File: config.mk
export PLATFORM = sky130hd
export DESIGN_NAME = useq_top
export DESIGN_NICKNAME = d
export VERILOG_FILES = /design/src/useq_flags.v /design/src/useq_top.v
export VERILOG_INCLUDE_DIRS = /design/src
export SDC_FILE = /design/constraint.sdc
export NUM_CORES = 1
export LEC_CHECK = 0
export CAP_MARGIN = 0
export CELL_PAD_IN_SITES_DETAIL_PLACEMENT = 0
export CELL_PAD_IN_SITES_GLOBAL_PLACEMENT = 1
export CORE_MARGIN = 1.5
export CORE_UTILIZATION = 25
export DETAILED_ROUTE_END_ITERATION = 6
export DONT_BUFFER_PORTS = 1
export PLACE_DENSITY_LB_ADDON = 0.1
export SLEW_MARGIN = 15
export SYNTH_ARGS = -nofsm -noshare
export SYNTH_HDL_FRONTEND = slang
export SYNTH_SLANG_ARGS = --single-unit
export TNS_END_PERCENT = 30
File: constraint.sdc
create_clock -name clk -period 1.25 [get_ports clk]
set_clock_uncertainty 0.05 [all_clocks]
set_input_delay 0.1875 -clock clk [delete_from_list [all_inputs] [get_ports clk]]
set_output_delay 0.1875 -clock clk [all_outputs]
set_load 0.03 [all_outputs]
File: src/useq_defines.vh
// constants for the microprogram sequencer
`ifndef USEQ_DEFINES_VH
`define USEQ_DEFINES_VH
`define ADDR_W 9
`define ROW_W 5
`define COL_W 4
`define ROW_LSB 4
`define ROW_MSB 8
`define COL_MSB 3
`define FSEL_SET_BOTH 2'h0
`define FSEL_SET_ZERO 2'h1
`define FSEL_SET_CARRY 2'h2
`define FSEL_HOLD 2'h3
`define FOUT_ZERO 2'h0
`define FOUT_CARRY 2'h1
`define FOUT_ZFLAG 2'h2
`define FOUT_ONE 2'h3
`define COL_IRQ 4'hf
`define FN_COL_KEEP 2'h0
`define FN_ROW_ZERO 3'h2
`define FN_ROW_KEEP 3'h3
`define FN_COL_CODE 4'h8
`define FN_CARRY_TEST 4'ha
`define FN_ZERO_TEST 4'hb
`define FN_LATCH_ALL 4'hc
`define FN_LATCH_HI 4'hd
`define FN_GROUP_EN 4'he
`define FN_BUS_TEST 5'h1e
`define FN_LATCH_LO 5'h1f
`define ROW_ZERO 5'h00
`define COL_TEST_MID 2'h1
`define COL_LO_TOP 2'h3
`define ADDR_RST 9'h000
`define LATCH_RST 4'h0
`endif

File: src/useq_flags.v
// carry/zero flag pair with load select and output mux
`timescale 1ns/1ps
`default_nettype none
`include "useq_defines.vh"
module useq_flags (
  input wire clk,
  input wire arst_n,
  input wire ce,
  input wire f_latch,
  input wire [1:0] fin_sel,
  input wire [1:0] fout_sel,
  output wire carry,
  output wire zero,
  output reg flag_out_line
);
  reg carry_reg;
  reg zero_reg;
  // reset only gives a defined start; software must not rely on it
  always @(posedge clk or negedge arst_n) begin
    if (!arst_n) begin
      carry_reg <= 1'b0;
      zero_reg <= 1'b0;
    end else if (ce) begin
      case (fin_sel)
        `FSEL_SET_BOTH: begin
          carry_reg <= f_latch;
          zero_reg <= f_latch;
        end
        `FSEL_SET_ZERO: zero_reg <= f_latch;
        `FSEL_SET_CARRY: carry_reg <= f_latch;
        default: begin
        end
      endcase
    end
  end
  assign carry = carry_reg;
  assign zero = zero_reg;
  always @* begin
    case (fout_sel)
      `FOUT_ZERO: flag_out_line = 1'b0;
      `FOUT_CARRY: flag_out_line = carry_reg;
      `FOUT_ZFLAG: flag_out_line = zero_reg;
      default: flag_out_line = 1'b1;
    endcase
  end
endmodule // useq_flags
`default_nettype wire

File: src/useq_top.v
// microprogram sequencer: next-address logic, test latch and flags
`timescale 1ns/1ps
`default_nettype none
`include "useq_defines.vh"
module useq_top (
  input wire clk,
  input wire arst_n,
  input wire ce,
  input wire [6:0] next_addr_func_code,
  input wire [3:0] primary_instr_bus_n,
  input wire [3:0] secondary_instr_bus_n,
  input wire [3:0] flag_select_lines,
  input wire flag_in_line,
  input wire load_strobe,
  output wire [8:0] uaddr,
  output wire [3:0] held_test_latch,
  output wire latch_out_en,
  output wire flag_out_line,
  output wire irq_strobe_en
);
  // every input except clk, arst_n and ce is a microinstruction field or array flag on this clock
  reg [`ADDR_W-1:0] uaddr_reg;
  reg [`ADDR_W-1:0] uaddr_next;
  reg [`COL_W-1:0] latch_reg;
  reg [`COL_W-1:0] latch_next;
  wire [6:0] ac;
  wire [`ROW_W-1:0] row;
  wire [`COL_W-1:0] col;
  wire [`COL_W-1:0] px;
  wire [`COL_W-1:0] sx;
  wire carry;
  wire zero;
  wire fn_col_keep;
  wire fn_row_zero;
  wire fn_row_keep;
  wire fn_col_code;
  wire fn_carry_test;
  wire fn_zero_test;
  wire fn_latch_all;
  wire fn_latch_hi;
  wire fn_group_en;
  wire fn_bus_test;
  wire fn_latch_lo;
  wire [`ADDR_W-1:0] nxt_col_keep;
  wire [`ADDR_W-1:0] nxt_row_zero;
  wire [`ADDR_W-1:0] nxt_row_keep;
  wire [`ADDR_W-1:0] nxt_carry;
  wire [`ADDR_W-1:0] nxt_zero;
  wire [`ADDR_W-1:0] nxt_latch_all;
  wire [`ADDR_W-1:0] nxt_latch_hi;
  wire [`ADDR_W-1:0] nxt_group;
  wire [`ADDR_W-1:0] nxt_bus;
  wire [`ADDR_W-1:0] nxt_latch_lo;
  assign ac = next_addr_func_code;
  assign row = uaddr_reg[`ROW_MSB:`ROW_LSB];
  assign col = uaddr_reg[`COL_MSB:0];
  // buses are active low at the pins; invert once here
  genvar i;
  generate
    for (i = 0; i < `COL_W; i = i + 1) begin : g_bus_inv
      assign px[i] = ~primary_instr_bus_n[i];
      assign sx[i] = ~secondary_instr_bus_n[i];
    end
  endgenerate
  // function decode; prefixes differ in length
  assign fn_col_keep = (ac[6:5] == `FN_COL_KEEP);
  assign fn_row_zero = (ac[6:4] == `FN_ROW_ZERO);
  assign fn_row_keep = (ac[6:4] == `FN_ROW_KEEP);
  assign fn_col_code = (ac[6:3] == `FN_COL_CODE);
  assign fn_carry_test = (ac[6:3] == `FN_CARRY_TEST);
  assign fn_zero_test = (ac[6:3] == `FN_ZERO_TEST);
  assign fn_latch_all = (ac[6:3] == `FN_LATCH_ALL);
  assign fn_latch_hi = (ac[6:3] == `FN_LATCH_HI);
  assign fn_group_en = (ac[6:3] == `FN_GROUP_EN);
  assign fn_bus_test = (ac[6:2] == `FN_BUS_TEST);
  assign fn_latch_lo = (ac[6:2] == `FN_LATCH_LO);
  // candidate next addresses, one per function except fn_col_code, which shares nxt_row_keep
  assign nxt_col_keep = {ac[4:0], col};
  assign nxt_row_zero = {`ROW_ZERO, ac[3:0]};
  assign nxt_row_keep = {row, ac[3:0]};
  assign nxt_carry = {row, col[3], `COL_TEST_MID, carry};
  assign nxt_zero = {row, col[3], `COL_TEST_MID, zero};
  assign nxt_latch_all = {row, 1'b1, latch_reg[3:1]};
  assign nxt_latch_hi = {row, `COL_TEST_MID, latch_reg[3:2]};
  assign nxt_group = {row[4:3], ac[2:0], col};
  assign nxt_bus = {row[4:2], ac[1:0], px};
  assign nxt_latch_lo = {row[4:3], 1'b1, ac[1:0], `COL_LO_TOP, latch_reg[1:0]};
  // unlisted codes hold the address rather than jump somewhere odd
  always @* begin
    uaddr_next = uaddr_reg;
    if (load_strobe) begin
      uaddr_next = {1'b0, sx, px};
    end else if (fn_col_keep) begin
      uaddr_next = nxt_col_keep;
    end else if (fn_row_zero) begin
      uaddr_next = nxt_row_zero;
    end else if (fn_row_keep || fn_col_code) begin
      uaddr_next = nxt_row_keep;
    end else if (fn_carry_test) begin
      uaddr_next = nxt_carry;
    end else if (fn_zero_test) begin
      uaddr_next = nxt_zero;
    end else if (fn_latch_all) begin
      uaddr_next = nxt_latch_all;
    end else if (fn_latch_hi) begin
      uaddr_next = nxt_latch_hi;
    end else if (fn_group_en) begin
      uaddr_next = nxt_group;
    end else if (fn_bus_test) begin
      uaddr_next = nxt_bus;
    end else if (fn_latch_lo) begin
      uaddr_next = nxt_latch_lo;
    end
  end
  // capture happens even under load: load only overrides the address
  always @* begin
    latch_next = latch_reg;
    if (fn_bus_test) begin
      latch_next = sx;
    end
  end
  // reset value only for determinism; firmware must load or jump first
  always @(posedge clk or negedge arst_n) begin
    if (!arst_n) begin
      uaddr_reg <= `ADDR_RST;
      latch_reg <= `LATCH_RST;
    end else if (ce) begin
      uaddr_reg <= uaddr_next;
      latch_reg <= latch_next;
    end
  end
  // flag input sampled when clock is low, modelled as registered-edge load
  useq_flags u_flags (
    .clk(clk),
    .arst_n(arst_n),
    .ce(ce),
    .f_latch(flag_in_line),
    .fin_sel(flag_select_lines[1:0]),
    .fout_sel(flag_select_lines[3:2]),
    .carry(carry),
    .zero(zero),
    .flag_out_line(flag_out_line)
  );
  assign uaddr = uaddr_reg;
  assign held_test_latch = latch_reg;
  assign latch_out_en = fn_group_en;
  assign irq_strobe_en = fn_row_zero && (ac[3:0] == `COL_IRQ);
endmodule // useq_top
`default_nettype wire

==> results.toml <==
[synth]
ys.flop_type = "dfrtp_1"
synth_nets = 163
yosysSeqAreaShare_pct = 32.93
async_reset_ff_share_pct = 100.0
synth_area_mm2 = 0.001140
synth_cell_type_count = 44
ys_ff_latch = 15
syn_avg_cell_area_um2 = 8.200
synthCells = 139
ys_warn_count = 0
synth_edf_count = 0

[clocking]
cts.path.max_buffers = 2
clkLatencyLatePin_ns = 0.25
numCtsBuffers = 3
clk_pin_slew_ns = 0.07
htree_levels = 1
clock-sinks = 15
root_buffer = "clkbuf_8"
tritoncts = "built"

[die]
fp.dieW_um = 70.53
pin_count = 40
dieArea_mm2 = 0.004974
fp.coreArea_mm2 = 0.004384
start_util_pct = 26.00
row_count = 24
die_y_um = 70.53

[cells_and_area]
fin_cells = 212
final_cell_area_mm2 = 0.001464
largest_register_ffs = 9
num-fill-cells = 487
final_nets = 185
antenna_cells = 0
drive_gt1_share_pct = 26.88
syn_to_final_growth_pct = 28.43

[sta]
tightest_slew_ns = 0.7716
fin_crit_sh_pct = 105.5
relSlewSlack_pct = 48.39
whs_ns = 0.03007
max_freq_ghz = 0.7581
rsz0062_at_grt = "yes"
finalSetupViolCount = 4
finalHoldViolCount = 0
slew_violations = 0
period_minus_slack_ns = 1.319
fin_setup_tns_ns = -0.2327
setup_slack_ns = -0.06914

[run]
maxCapViolCount = 0

[critical_path]
path_depth = 5
crit_path_cell_trace = "mux2i_1 > o32ai_1 > a31oi_1 > a32oi_1 > mux2_4"
cp_slowest_cell = "dfrtp_2"
r2r_cells = 5
cp_slowest_stage_delay_ns = 0.41
crit_family = "multiplexers"
crit_fanout = 3
crit_buf_inv = 0
timing_worst_setup_path_type = "reg -> reg"
worst_ep_required_time_ns = 1.34
critPathLaunchType = "register"
critPathCaptureType = "register"
critPathArrivalTime_ns = 1.41

[placement]
post-dp-hpwl_um = 2664
dp_cells = 202
port-buffer-count = 0
place_ws_ns = -0.1492
place_congestion = 0.7454
placed_area_mm2 = 0.001340

[power]
p_leak_nw = 0.6143
peakVddDrop_mv = 0.6894
p_per_area_mw_per_mm2 = 1117

[routing]
vias = 1106
drt_iter0_drc = 81
final_antenna_net_count = 0
wl_per_cell_um = 17.14
routed_via_density = 5.217
drt-pass1-iter-count = 4
wirelength_um = 3634
drc = 0

[global_route]
antenna_found_initial = 0
grt_pass1_wl_um = 5830
track_usage_pct = 15.06
grt_overflow_total = 0
grt_max_degree = 23
grt_pass1_vias = 1108

[run_status]
violations = "setup timing"
status = "finished with violations"

[worst_hold_path]
hold_depth = 2
holdCritPathClass = "in -> reg"
layout make-up:
| cell class | count | area, um^2 | share of cell area [%] |
|---|---|---|---|
| Timing Repair Buffer | 28 | 226.5 | 15.47 |
| Sequential cell | 15 | 377.9 | 25.81 |
| Inverter | 6 | 27.53 | 1.880 |
| Tap cell | 52 | 65.06 | 4.444 |
| Clock buffer | 4 | 45.04 | 3.077 |
| Multi-Input combinational cell | 107 | 721.9 | 49.32 |
layout by cell type, fill, tap and decap left out, types with 2 or more instances in the layout:
master and instances:
nand2b_1 4, nand2_1 15, nor3b_1 2, o31ai_2 2
a21oi_2 2, buf_4 22, dfrtp_2 2, nand3b_1 3
o32ai_1 2, clkbuf_8 3, mux2i_1 3, nand2b_4 2
mux2_4 2, o21ai_0 13, nor3_1 5, dlygate4sd3_1 5
nor2b_1 4, nor2_1 7, a31oi_1 4, dfrtp_1 13
a21boi_0 2, nand3_1 4, a21oi_1 7, inv_1 5
cells by family (layout without fill, tap and decap cells):
| logic type | count (synthesis) | count (layout) | synth area share [%] |
|---|---|---|---|
| multiplexers | 6 | 6 | 5.598 |
| AO/OA/AOI/OAI | 50 | 50 | 30.41 |
| buffers and inverters | 17 | 38 | 7.245 |
| AND/OR/NAND/NOR | 50 | 50 | 23.05 |
| XOR/XNOR | 1 | 1 | 0.7685 |
| flip-flops | 15 | 15 | 32.93 |
per-stage QoR:
step | util, % | power (W)
after floorplan | - | 0.001064
after detailed placement | 30.57 | 0.001194
after CTS | 33.28 | 0.001659
final | 33.39 | 0.001635
after global routing | 33.39 | 0.001735
after global placement | 30.57 | 0.001188
path summary, 6_finish.rpt:
kind                                    startpoint                  to  slack (ns)
worst max register to register  held_test_latch[1]            uaddr[0]       -0.07
max in group asynchronous                   arst_n  held_test_latch[1]        0.21
min in group asynchronous                   arst_n            uaddr[1]        0.40
worst min register to register            uaddr[7]            uaddr[7]        0.47
worst max-delay path            held_test_latch[1]            uaddr[0]       -0.07
worst min-delay path                  flag_in_line        u_flags.zero        0.03
synthesized netlist by cell type (2+ instances only):
cell type	instances	area share, %
o32ai_1	2	1.5
clkbuf_1	3	0.99
nand2b_1	5	2.7
nor2b_1	4	2.2
o21ai_0	13	5.7
nor3b_1	2	1.3
nor3_1	5	2.2
nand2_1	15	4.9
a31oi_1	4	2.2
o31ai_1	3	2.0
mux2i_1	3	2.6
nor2_1	8	2.6
nand3_1	4	1.8
inv_1	5	1.6
nand3b_1	3	2.0
mux2_2	3	3.0
a21boi_0	2	1.3
dfrtp_1	15	33
a21oi_1	9	4.0
buf_2	7	3.1
power by group:
part | total (W) | switching (W) | internal (W)
Clock | 0.000418 | 0.000191 | 0.000226
Sequential | 0.000653 | 0.0000861 | 0.000567
Combinational | 0.000565 | 0.000305 | 0.000259
Total | 0.00164 | 0.000583 | 0.00105
timing repair:
item | in CTS | in global routing
setup buffers | 1 | 0
setup endpoints to repair | 4 | 4
pin swaps | 4 | 4
hold endpoints to repair | 19 | 0
resized for setup | 4 | 1
hold buffers | 5 | 0
layer usage:
metal,GRT usage (%),up-vias,wire [um]
met5,0,-,0
met4,1.923,0,13
met3,4.329,2,168
met2,25.47,33,1736
met1,19.63,514,1715
li1,-,557,-
No activity file was read; power rests on OpenSTA's default activity.
